[src/rtl/wdw_pkg.sv]
/*
 Constants for the windowed watchdog: register indices, field
 positions, AXI responses and the timeout lookup.
 Assumes nothing; used by wdw_top only through wdw_pkg::name.
*/
package wdw_pkg;
    // Register indices; the byte address is four times the index
    localparam logic [1:0] IDX_TIMEOUT_CTRL = 2'h0;
    localparam logic [1:0] IDX_WINDOW_CTRL = 2'h1;
    localparam logic [1:0] IDX_WD_STATE = 2'h2;
    // Field positions shared by both control registers, and the state sync bit
    localparam int CHG_BIT = 0;
    localparam int EN_BIT = 1;
    localparam int SEL_LO = 2;
    localparam int SEL_HI = 5;
    localparam int SYNC_BIT = 0;
    // AXI answers
    localparam logic [1:0] RESP_OKAY = 2'h0;
    localparam logic [1:0] RESP_SLVERR = 2'h2;
    // System-clock cycles that a control write spends crossing over
    localparam logic [3:0] SYNC_CYC = 4'h3;
    // Counter width in bits; the counter counts reference ticks
    localparam int TICK_W = 14;
    // Phase states
    typedef enum logic [1:0] {
        PH_CLOSED = 2'b01,
        PH_OPEN = 2'b10
    } wdw_phase_e;

    // Period in 1 kHz ticks per select code; reserved codes take the longest
    function automatic logic [TICK_W-1:0] period_ticks(input logic [3:0] code);
        case (code)
            4'h0: period_ticks = 14'h0008;
            4'h1: period_ticks = 14'h0010;
            4'h2: period_ticks = 14'h0020;
            4'h3: period_ticks = 14'h0040;
            4'h4: period_ticks = 14'h007d;
            4'h5: period_ticks = 14'h00fa;
            4'h6: period_ticks = 14'h01f4;
            4'h7: period_ticks = 14'h03e8;
            4'h8: period_ticks = 14'h07d0;
            4'h9: period_ticks = 14'h0fa0;
            default: period_ticks = 14'h1f40;
        endcase
    endfunction
endpackage

[src/rtl/wdw_top.sv]
/*
 Windowed watchdog: two control registers and a state register on an
 AXI4-Lite slave, a tick counter with closed/open phases, reset request.
 Assumes ref_tick is a one-cycle pulse per 1 kHz reference period,
 synchronous to mclk, and that unlock_open marks the protected interval.
*/
`timescale 1ns/1ps

// Behaviour
// - Period counted in 1 kHz ticks; codes 0-10 give 8 ms to 8 s.
// - In window mode the timeout select gives the open window length.
// - Timeout select loads from the default period fuse at power-on.
// - Timeout select changes only when change unlock is written one.
// - Watchdog runs while enable is set; changing it needs change unlock.
// - Control bit 0 gates every control write; it resets to zero.
// - Lock fuse freezes control and closed select; window enable stays writable.
// - Closed window counted in 1 kHz ticks; codes 0-10 give 8 ms to 8 s.
// - Closed-window select loads from the default window fuse at power-on.
// - Normal mode ignores the closed-window select.
// - Closed select changes only when window change unlock is written one.
// - Window mode while window bit 1 set; changing it needs window unlock.
// - Window bit 0 gates every window write; it resets to zero.
// - State bit 0 reads one while a control write synchronises.
// - Synchronisation and its busy flag happen only while enabled.
// - State bits 7:1 read zero; software writes them zero.
// - Enabled and not restarted before timeout gives a reset request.
// - Restart during the closed period gives a reset request.
module wdw_top #(
    parameter int ADDR_W = 4
) (
    // Clock and reset
    input wire logic mclk,
    input wire logic rst,
    // AXI4-Lite write channels
    input wire logic [ADDR_W-1:0] s_awaddr,
    input wire logic s_awvalid,
    output logic s_awready,
    input wire logic [31:0] s_wdata,
    input wire logic [3:0] s_wstrb,
    input wire logic s_wvalid,
    output logic s_wready,
    output logic [1:0] s_bresp,
    output logic s_bvalid,
    input wire logic s_bready,
    // AXI4-Lite read channels
    input wire logic [ADDR_W-1:0] s_araddr,
    input wire logic s_arvalid,
    output logic s_arready,
    output logic [31:0] s_rdata,
    output logic [1:0] s_rresp,
    output logic s_rvalid,
    input wire logic s_rready,
    // Fuses and protection
    input wire logic [3:0] default_period_fuse,
    input wire logic [3:0] default_window_fuse,
    input wire logic default_enable_fuse,
    input wire logic default_wmode_fuse,
    input wire logic lock_fuse,
    input wire logic unlock_open,
    // Timing and restart
    input wire logic ref_tick,
    input wire logic watchdog_restart_instruction,
    // Reset request to the system
    output logic reset_request
);
    logic [ADDR_W-1:0] awaddr_r, awaddr_nxt;
    logic [7:0] wbyte_r, wbyte_nxt;
    logic aw_full_r, aw_full_nxt, w_full_r, w_full_nxt, wstrb0_r, wstrb0_nxt;
    logic awready_r, awready_nxt, wready_r, wready_nxt;
    logic bvalid_r, bvalid_nxt, arready_r, arready_nxt, rvalid_r, rvalid_nxt;
    logic [1:0] bresp_r, bresp_nxt, rresp_r, rresp_nxt;
    logic [31:0] rdata_r, rdata_nxt;
    logic [3:0] timeout_select_r, timeout_select_nxt;
    logic [3:0] closed_window_select_r, closed_window_select_nxt;
    logic en_r, en_nxt, wmode_r, wmode_nxt;
    logic [3:0] busy_r, busy_nxt;
    logic domain_sync_pending_r, pend_nxt;
    logic do_wr, wr_ok, ctrl_ok, win_ok, aw_hi_ok, ar_hi_ok;
    logic [1:0] widx, ridx;

    // Write and read decode
    assign do_wr = aw_full_r && w_full_r && !bvalid_r;
    assign widx = awaddr_r[3:2];
    assign ridx = s_araddr[3:2];
    // Bits above the index must be zero; a shift stays legal when ADDR_W is 4
    assign aw_hi_ok = (awaddr_r >> 4) == '0;
    assign ar_hi_ok = (s_araddr >> 4) == '0;
    // writes outside the unlocked interval are dropped
    assign wr_ok = do_wr && wstrb0_r && unlock_open && aw_hi_ok;
    // control write gated by change unlock
    assign ctrl_ok = wr_ok && (widx == wdw_pkg::IDX_TIMEOUT_CTRL) && wbyte_r[wdw_pkg::CHG_BIT];
    // window write gated by window change unlock
    assign win_ok = wr_ok && (widx == wdw_pkg::IDX_WINDOW_CTRL) && wbyte_r[wdw_pkg::CHG_BIT];

    // AXI slave next state; address and data taken in either order
    always_comb begin
        aw_full_nxt = aw_full_r;
        w_full_nxt = w_full_r;
        awaddr_nxt = awaddr_r;
        wbyte_nxt = wbyte_r;
        wstrb0_nxt = wstrb0_r;
        bvalid_nxt = bvalid_r;
        bresp_nxt = bresp_r;
        rvalid_nxt = rvalid_r;
        rresp_nxt = rresp_r;
        rdata_nxt = rdata_r;
        if (s_awvalid && awready_r) begin
            aw_full_nxt = 1'b1;
            awaddr_nxt = s_awaddr;
        end
        if (s_wvalid && wready_r) begin
            w_full_nxt = 1'b1;
            wbyte_nxt = s_wdata[7:0];
            wstrb0_nxt = s_wstrb[0];
        end
        if (do_wr) begin
            aw_full_nxt = 1'b0;
            w_full_nxt = 1'b0;
            bvalid_nxt = 1'b1;
            bresp_nxt = (aw_hi_ok && widx <= wdw_pkg::IDX_WD_STATE)
                ? wdw_pkg::RESP_OKAY : wdw_pkg::RESP_SLVERR;
        end else if (bvalid_r && s_bready) begin
            bvalid_nxt = 1'b0;
        end
        if (s_arvalid && arready_r) begin
            rvalid_nxt = 1'b1;
            rresp_nxt = wdw_pkg::RESP_OKAY;
            rdata_nxt = 32'h0000_0000;
            if (!ar_hi_ok) begin
                rresp_nxt = wdw_pkg::RESP_SLVERR;
            end else begin
                unique case (ridx)
                    wdw_pkg::IDX_TIMEOUT_CTRL: begin
                        rdata_nxt[wdw_pkg::SEL_HI:wdw_pkg::SEL_LO] = timeout_select_r;
                        rdata_nxt[wdw_pkg::EN_BIT] = en_r;
                    end
                    wdw_pkg::IDX_WINDOW_CTRL: begin
                        rdata_nxt[wdw_pkg::SEL_HI:wdw_pkg::SEL_LO] = closed_window_select_r;
                        rdata_nxt[wdw_pkg::EN_BIT] = wmode_r;
                    end
                    wdw_pkg::IDX_WD_STATE: rdata_nxt[wdw_pkg::SYNC_BIT] = domain_sync_pending_r;
                    default: rresp_nxt = wdw_pkg::RESP_SLVERR;
                endcase
            end
        end else if (rvalid_r && s_rready) begin
            rvalid_nxt = 1'b0;
        end
        // Ready only while the holding slot is free and no answer waits
        awready_nxt = !aw_full_nxt && !bvalid_nxt;
        wready_nxt = !w_full_nxt && !bvalid_nxt;
        arready_nxt = !rvalid_nxt;
    end

    // Configuration next state
    always_comb begin
        timeout_select_nxt = timeout_select_r;
        closed_window_select_nxt = closed_window_select_r;
        en_nxt = en_r;
        wmode_nxt = wmode_r;
        if (ctrl_ok && !lock_fuse) begin
            timeout_select_nxt = wbyte_r[wdw_pkg::SEL_HI:wdw_pkg::SEL_LO];
            en_nxt = wbyte_r[wdw_pkg::EN_BIT];
        end
        // window enable stays writable under lock
        if (win_ok) begin
            wmode_nxt = wbyte_r[wdw_pkg::EN_BIT];
            if (!lock_fuse) begin
                closed_window_select_nxt = wbyte_r[wdw_pkg::SEL_HI:wdw_pkg::SEL_LO];
            end
        end
        busy_nxt = (busy_r != 4'h0) ? busy_r - 4'h1 : 4'h0;
        if ((ctrl_ok || win_ok) && en_nxt) begin
            busy_nxt = wdw_pkg::SYNC_CYC;
        end
        pend_nxt = (busy_nxt != 4'h0);
    end

    // Bus and configuration registers; fuses load at power-on reset
    always_ff @(posedge mclk) begin
        if (rst) begin
            aw_full_r <= 1'b0;
            w_full_r <= 1'b0;
            awaddr_r <= '0;
            wbyte_r <= 8'h00;
            wstrb0_r <= 1'b0;
            awready_r <= 1'b0;
            wready_r <= 1'b0;
            bvalid_r <= 1'b0;
            bresp_r <= wdw_pkg::RESP_OKAY;
            arready_r <= 1'b0;
            rvalid_r <= 1'b0;
            rresp_r <= wdw_pkg::RESP_OKAY;
            rdata_r <= 32'h0000_0000;
            timeout_select_r <= default_period_fuse;
            closed_window_select_r <= default_window_fuse;
            en_r <= default_enable_fuse;
            wmode_r <= default_wmode_fuse;
            busy_r <= 4'h0;
            domain_sync_pending_r <= 1'b0;
        end else begin
            aw_full_r <= aw_full_nxt;
            w_full_r <= w_full_nxt;
            awaddr_r <= awaddr_nxt;
            wbyte_r <= wbyte_nxt;
            wstrb0_r <= wstrb0_nxt;
            awready_r <= awready_nxt;
            wready_r <= wready_nxt;
            bvalid_r <= bvalid_nxt;
            bresp_r <= bresp_nxt;
            arready_r <= arready_nxt;
            rvalid_r <= rvalid_nxt;
            rresp_r <= rresp_nxt;
            rdata_r <= rdata_nxt;
            timeout_select_r <= timeout_select_nxt;
            closed_window_select_r <= closed_window_select_nxt;
            en_r <= en_nxt;
            wmode_r <= wmode_nxt;
            busy_r <= busy_nxt;
            domain_sync_pending_r <= pend_nxt;
        end
    end

    assign s_awready = awready_r;
    assign s_wready = wready_r;
    assign s_bvalid = bvalid_r;
    assign s_bresp = bresp_r;
    assign s_arready = arready_r;
    assign s_rvalid = rvalid_r;
    assign s_rresp = rresp_r;
    assign s_rdata = rdata_r;

    // Timer state
    wdw_pkg::wdw_phase_e phase_r, phase_nxt;
    logic [wdw_pkg::TICK_W-1:0] cnt_r, cnt_nxt, limit;
    logic reset_req_r, req_nxt, expire;

    // phase picks which select sets the limit
    assign limit = (phase_r == wdw_pkg::PH_CLOSED) ?
        wdw_pkg::period_ticks(closed_window_select_r) :
        wdw_pkg::period_ticks(timeout_select_r);
    assign expire = ref_tick && (cnt_r + 14'h0001 >= limit);

    // Timer next state; the request holds until system reset
    always_comb begin
        phase_nxt = phase_r;
        cnt_nxt = cnt_r;
        req_nxt = reset_req_r;
        if (!en_r) begin
            // Disabled: parked so enabling starts a fresh period
            cnt_nxt = '0;
            phase_nxt = wmode_r ? wdw_pkg::PH_CLOSED : wdw_pkg::PH_OPEN;
        end else if (watchdog_restart_instruction) begin
            if (wmode_r && phase_r == wdw_pkg::PH_CLOSED) begin
                req_nxt = 1'b1;
            end
            cnt_nxt = '0;
            phase_nxt = wmode_r ? wdw_pkg::PH_CLOSED : wdw_pkg::PH_OPEN;
        end else if (expire) begin
            cnt_nxt = '0;
            unique case (phase_r)
                wdw_pkg::PH_CLOSED: phase_nxt = wdw_pkg::PH_OPEN;
                wdw_pkg::PH_OPEN: req_nxt = 1'b1;
            endcase
        end else if (ref_tick) begin
            cnt_nxt = cnt_r + 14'h0001;
        end
    end

    // Timer registers
    always_ff @(posedge mclk) begin
        if (rst) begin
            phase_r <= wdw_pkg::PH_OPEN;
            cnt_r <= '0;
            reset_req_r <= 1'b0;
        end else begin
            phase_r <= phase_nxt;
            cnt_r <= cnt_nxt;
            reset_req_r <= req_nxt;
        end
    end

    assign reset_request = reset_req_r;
endmodule

[config.mk]
export PLATFORM = sky130hd
export DESIGN_NAME = wdw_top
export DESIGN_NICKNAME = d
export VERILOG_FILES = /design/src/rtl/wdw_pkg.sv /design/src/rtl/wdw_top.sv
export SDC_FILE = /design/constraint.sdc
export NUM_CORES = 1
export LEC_CHECK = 0
export BUFFER_PORTS_ARGS = -buffer_cell sky130_fd_sc_hd__clkbuf_2
export CAP_MARGIN = 15
export CORE_MARGIN = 2
export CORE_UTILIZATION = 44
export CTS_BUF_LIST = sky130_fd_sc_hd__clkbuf_4 sky130_fd_sc_hd__clkbuf_8
export DETAILED_ROUTE_END_ITERATION = 6
export GPL_ROUTABILITY_DRIVEN = 0
export PLACE_DENSITY = 0.74
export SYNTH_ARGS = -nofsm -noshare
export SYNTH_HDL_FRONTEND = slang
export SYNTH_SLANG_ARGS = --single-unit
[constraint.sdc]
create_clock -name mclk -period 3.8 [get_ports mclk]
set_input_delay 0.38 -clock mclk [delete_from_list [all_inputs] [get_ports mclk]]
set_output_delay 0.38 -clock mclk [all_outputs]
set_load 0.01 [all_outputs]
**Word-level counts from Yosys, hierarchy flattened**

Memories as Yosys holds them, arrays and structs flattened. A register that Yosys moved wholly into a read port is not among the register bits.
Cells that the tools add are included.

- Register bits: 60
- Memory bits (read-only): 416
- Input bits: 65
- Output and inout port bits: 42
- Word-level logic and storage cells: 112
- Memories kept: 2

Memories:

| memory | depth | width | read ports | clocked after Yosys merged registers in | write ports | RTL line | text |
|---|---|---|---|---|---|---|---|
| (no name shown) | 16 | 13 | 1 | 1 | 0 | wdw_pkg.sv:32 | `case (code)` |
| (no name shown) | 16 | 13 | 1 | 1 | 0 | wdw_pkg.sv:32 |  |

- Add/sub/neg operators: 2
- Magnitude comparators: 2
- Equal/unequal tests: 9
- Mux-type cells: 35
- Bitwise gates (word level): 1
- Reduce and logical (&&, ||, !) cells: 39

Operator list:

| operator | count |
|---|---|
| 4-bit 2-to-1 mux | 9 |
| 1-bit logical AND | 19 |
| 1-bit 2-to-1 mux | 17 |
| 14-bit by 1-bit adder with 14-bit output (second input constant) | 1 |
| 14-bit >= comparator | 1 |
| 14-bit 2-to-1 mux | 1 |
| 2-bit 2-to-1 mux | 7 |
| 5-bit one-hot mux with 2 select lines | 1 |
| 2-bit nonzero test | 4 |
| 4-bit nonzero test | 2 |
| 2-bit by 1-bit equality test with 1-bit output (second input constant) | 3 |
| 1-bit zero test | 6 |
| 3-bit by 2-bit inequality test with 1-bit output (second input constant) | 2 |
| 2-bit equality test (second input constant) | 2 |
| 2-bit zero test | 2 |
| 2-bit AND reduction | 2 |
| 4-bit AND reduction | 1 |
| 4-bit OR reduction | 1 |
| 4-bit by 1-bit subtractor with 4-bit output (second input constant) | 1 |
| 3-bit OR reduction | 1 |
| 2-bit less-or-equal comparator (second input constant) | 1 |
| 2-bit by 1-bit inequality test with 1-bit output (second input constant) | 1 |
| 2-bit inequality test (second input constant) | 1 |
| 1-bit logical OR | 1 |
| 1-bit NOT | 1 |

**Longest topological paths before layout**

- Depth after elaboration: 11
- Gate-level depth with buffers: 13
- Mapped depth without buffers: 11

**Worst setup path after synthesis**

Ideal clock, no wire load.

- Kind: reg2reg
- Start: register phase_r[0]
- End: register cnt_r[10] in the netlist's numbering
- Setup time: 0.137 ns
- Data arrival time: 2.542 ns
- Data required time: 3.663 ns
- Path slack: 1.120 ns
- Stages on the path, launching flop included: 12
- Buffers on the path: 3
- Period minus slack after synthesis: 2.680 ns
- Cells stage by stage: dfxtp_1 > nor2b_1 > clkbuf_1 > buf_1 > mux2i_1 > ha_1 > nand3_1 > nor3_1 > o21ai_0 > o2111ai_2 > buf_2 > a211oi_1

- Cells in the longest elaborated chain, start to end: 5

Ends and longest elaborated chain:

| what | RTL line | text |
|---|---|---|
| start: declaration | wdw_top.sv:233 | `wdw_pkg::wdw_phase_e phase_r, phase_nxt;` |
| start signal: assignment | wdw_top.sv:272 | `phase_r <= wdw_pkg::PH_OPEN;` |
| start signal: assignment | wdw_top.sv:276 | `phase_r <= phase_nxt;` |
| 2-bit by 1-bit equality test with 1-bit output | wdw_top.sv:238 | `assign limit = (phase_r == wdw_pkg::PH_CLOSED) ?` |
| 14-bit 2-to-1 mux | wdw_top.sv:238 |  |
| 14-bit >= comparator | wdw_top.sv:241 | `assign expire = ref_tick && (cnt_r + 14'h0001 >= limit);` |
| 1-bit logical AND | wdw_top.sv:241 |  |
| 4-bit OR reduction (no source line) | - |  |
| end signal: assignment | wdw_top.sv:277 | `cnt_r <= cnt_nxt;` |
| end: declaration | wdw_top.sv:234 | `logic [wdw_pkg::TICK_W-1:0] cnt_r, cnt_nxt, limit;` |

No other way between the ends.
A chain may end at the register's enable or synchronous reset.

**Worst setup path in the final report**

- Start: register cnt_r[0] in the netlist's numbering
- End: register phase_r[0]

- Cells in the longest elaborated chain, start to end: 5

Ends and longest elaborated chain:

| what | RTL line |
|---|---|
| 14-bit by 1-bit adder with 14-bit output | wdw_top.sv:241 |
| 14-bit >= comparator | wdw_top.sv:241 |
| 1-bit logical AND | wdw_top.sv:241 |
| 3-bit by 2-bit inequality test with 1-bit output (no source line) | - |
| 2-bit AND reduction (no source line) | - |

No other way between the ends.

==> flow_summary.ini <==
[power_and_ir_drop]
vdd.ir_drop.worst_uv = 373
p_leak_nw = 1.93
power_mw = 1.83
power-per-cell-area_mw_per_mm2 = 397

[route]
detail_route.vias_per_cell = 5.15
postRouteAntennaNets = 0
drc_errors = 0
finalWirelength_mm = 8.50
routedWlPerCell_um = 13.5
routed-via-count = 3238
drt-initial-drc-count = 63
drt_pre_antenna_iters = 4

[final_layout]
regArea_mm2 = 0.00173
fill_cells = 892
share_of_post_route_cells_with_drive_strength_above_1 = 0.182
multiInputGateArea_mm2 = 0.00223
areaGrowthSynthToFinish_pct = 9.63
final_cell_area_mm2 = 0.00462
antenna-diode-count = 0
postLayoutCoreUtil = 0.497
fin_nets = 574

[cts]
cts.sink_count = 82
clk_root_buffer_cell = sky130_fd_sc_hd__clkbuf_8
insertion_delay_ps = 360
setup_repair_bufs_after_cts = 0
total_of_hold_buffers_inserted_after_clock_tree_synthesis = 0
clk_pin_slew_ps = 80
cts_tree = built
clock_tree.htree_level_count = 3
cts_buffers = 9
ctsLongestPathBuffers = 2
cts.repair.resized = 0

[global_routing]
gr-usage-all-layers = 0.169
grt_start_max_net_pins = 29
vias_in_the_first_global_route = 3088
grt_first_pass_wirelength_mm = 14.0
globalRoute.totalOverflow = 0
antenna_found_initial = 0

[worst_hold_path]
whs_path_depth = 3
worstHoldPathType = in -> reg
hold_end = en_r
hold_start = default_enable_fuse

[timing]
slew_headroom = 0.539
maxSlewViolCount = 0
final_critical_path_setup_slack_ps = 593
setup-violations-final = 0
worst_slew_pin_slew_ps = 689
clock-skew-final_ps = 14.2
period_minus_slack_ps = 3210
timing.fmax_mhz = 312
share_of_the_clock_period_used_by_the_worst_path_after_layout = 0.844
setup_tns_ps = 0
grt_setup_unrepaired = no
final_hold_vios = 0

[logic_synthesis]
synthesis.instances = 459
number_of_enable_type_register_cells_in_the_synthesized_netlist = 9
synth_top_flop_cell = sky130_fd_sc_hd__dfxtp_1
synth_warnings = 0
ys_seq_elements = 82
synth_seq_area_share = 0.411
yosys-top-cells-area = sky130_fd_sc_hd__dfxtp_1 35%, sky130_fd_sc_hd__edfxtp_1 6.4%, sky130_fd_sc_hd__buf_4 5.2%
syn_area_mm2 = 0.00421
synth_cell_types = 56
synth_top_cell_area_share = 0.347
yosysTopAreaCell = sky130_fd_sc_hd__dfxtp_1
mean_cell_area_of_the_mapped_netlist_um2 = 9.18
synth_async_sr_flop_share = 0

[floorplan]
row_count = 35
dieWidth_um = 102
initial_core_util = 0.454
floorplan.die.height_um = 102
ioPinCount = 107
dieArea_mm2 = 0.0104
core_area_mm2 = 0.00928

[critical_path]
crit_chain = ha_1 > nand3_1 > nor2_1 > nand3_1 > xnor2_1 > ha_1 > nand3_1 > nor3_1 > o21ai_0 > o2111ai_2 > buf_4 > a221oi_1
kind_of_capture_point_of_the_worst_setup_path = flop
crit_required_ps = 4000
worst_setup_path_start_kind = flop
ff2ff_path_depth = 12
reg2reg_from = cnt_r[0]
arrival_ps = 3410
crit_top_cell = sky130_fd_sc_hd__nand3_1
worst_path_largest_cell_delay_ps = 450
critical_path.reg2reg.endpoint = phase_r[0]
critPathMaxFanout = 9
timing_worst_setup_path_type = reg -> reg
r2r_setup_slack_ps = 590
critPathSlowestCell = sky130_fd_sc_hd__nor2_1

[placed_design]
pre_cts_slack_ps = 606
port_buffers = 45
place_area_mm2 = 0.00441
place_hpwl_mm = 6.31

[run_status]
outcome = complete, no violations

[run]
cap_viol_max_count = 0
## how the worst max path moves through the flow
stage                           from         end  slack [ps]  cells past startpoint
after floorplan           phase_r[0]   cnt_r[10]        1120                     11
after global placement      cnt_r[0]  phase_r[0]         660                     12
after detailed placement    cnt_r[0]  phase_r[0]         610                     12
after CTS                   cnt_r[0]  phase_r[0]         590                     12
after global routing        cnt_r[0]  phase_r[0]         270                     12
final                       cnt_r[0]  phase_r[0]         590                     12
## cell families (layout without fill, tap and decap cells)
| kind of cell | Yosys count | count (layout) | synth area share |
|---|---|---|---|
| other cells | 1 | 28 | 0.000890 |
| mux | 36 | 36 | 0.0915 |
| compound gates | 87 | 87 | 0.144 |
| xor+xnor | 23 | 23 | 0.0478 |
| simple gates | 155 | 155 | 0.179 |
| flops | 82 | 82 | 0.411 |
| buf+inv | 61 | 75 | 0.0838 |
| fa+ha+maj | 14 | 14 | 0.0416 |
## critical path: cells and delay by family (launching register included)
family                     cells  cell delay, ps
xor gates and xnor gates       1             180
buffers and inverters          1             250
DFF                            1             430
AOI/OAI and AO/OA              3             650
adders and majority gates      2             560
and+or+nand+nor                5            1000
## power by group
| group | internal (mW) | switching [mW] |
|---|---|---|
| clock network | 0.337 | 0.312 |
| logic | 0.0908 | 0.138 |
| registers | 0.928 | 0.0291 |
| total | 1.36 | 0.479 |
## metal layers
layer / vias to the layer above / part of all wire / GRT usage
met5: - / 0 / 0
met4: 0 / 0.0098 / 0.0379
met3: 11 / 0.041 / 0.0513
met2: 61 / 0.50 / 0.293
met1: 1523 / 0.45 / 0.209
li1: 1643 / - / -
## per-stage QoR
step	hold WS, ps	cells
2_1_floorplan	432	486
3_3_place_gp	440	613
3_5_place_dp	449	613
4_1_cts	222	629
5_1_grt	237	629
6_report	237	629
## layout by cell type, fill, tap and decap left out, types with 3 or more instances in the layout
master                     count
sky130_fd_sc_hd__and3_1        4
sky130_fd_sc_hd__xnor2_1       8
sky130_fd_sc_hd__and2_1        3
sky130_fd_sc_hd__a31oi_1       5
sky130_fd_sc_hd__dfxtp_1      73
sky130_fd_sc_hd__a22oi_1       5
sky130_fd_sc_hd__clkbuf_8     10
sky130_fd_sc_hd__nor3_1        9
sky130_fd_sc_hd__nand4_1       7
sky130_fd_sc_hd__a21oi_1      24
sky130_fd_sc_hd__edfxtp_1      9
sky130_fd_sc_hd__ha_1         14
sky130_fd_sc_hd__and3b_1       3
sky130_fd_sc_hd__o21ai_0      14
sky130_fd_sc_hd__buf_4         3
sky130_fd_sc_hd__nor2_1       31
sky130_fd_sc_hd__nand3_1      17
sky130_fd_sc_hd__mux2_2       14
sky130_fd_sc_hd__nand2_1      53
sky130_fd_sc_hd__o22ai_1       4
sky130_fd_sc_hd__xor2_1       15
sky130_fd_sc_hd__a211oi_1     14
sky130_fd_sc_hd__inv_1        10
sky130_fd_sc_hd__conb_1       28
sky130_fd_sc_hd__nor2b_1       4
sky130_fd_sc_hd__and4_1        3
sky130_fd_sc_hd__a21o_1        4
sky130_fd_sc_hd__nand3b_1      4
sky130_fd_sc_hd__mux2i_1      20
sky130_fd_sc_hd__nand2b_1      9
sky130_fd_sc_hd__clkbuf_2     45
## cells in the mapped netlist (all sizes together) (4+ instances only)
cell and instances:
nor3 9, xnor2 8, nand3b 4, mux2i 22, buf 40, clkbuf 10, and3 4, nand4 7
ha 14, nor2 31, a21oi 24, nand3 17, a21o 4, mux2 14, o21ai 14, inv 11
a211oi 15, nand2 55, xor2 15, o22ai 5, nand2b 9, a22oi 5, a31oi 6, dfxtp 73
nor2b 4, edfxtp 9
## area by class of cell
class	instances	area share
Multi-Input combinational cell	343	0.483
Sequential cell	82	0.375
Timing Repair Buffer	48	0.0537
Tap cell	129	0.0350
Clock buffer	12	0.0331
Clock inverter	4	0.0111
Inverter	11	0.00949
(Power assumes the default switching activity.)
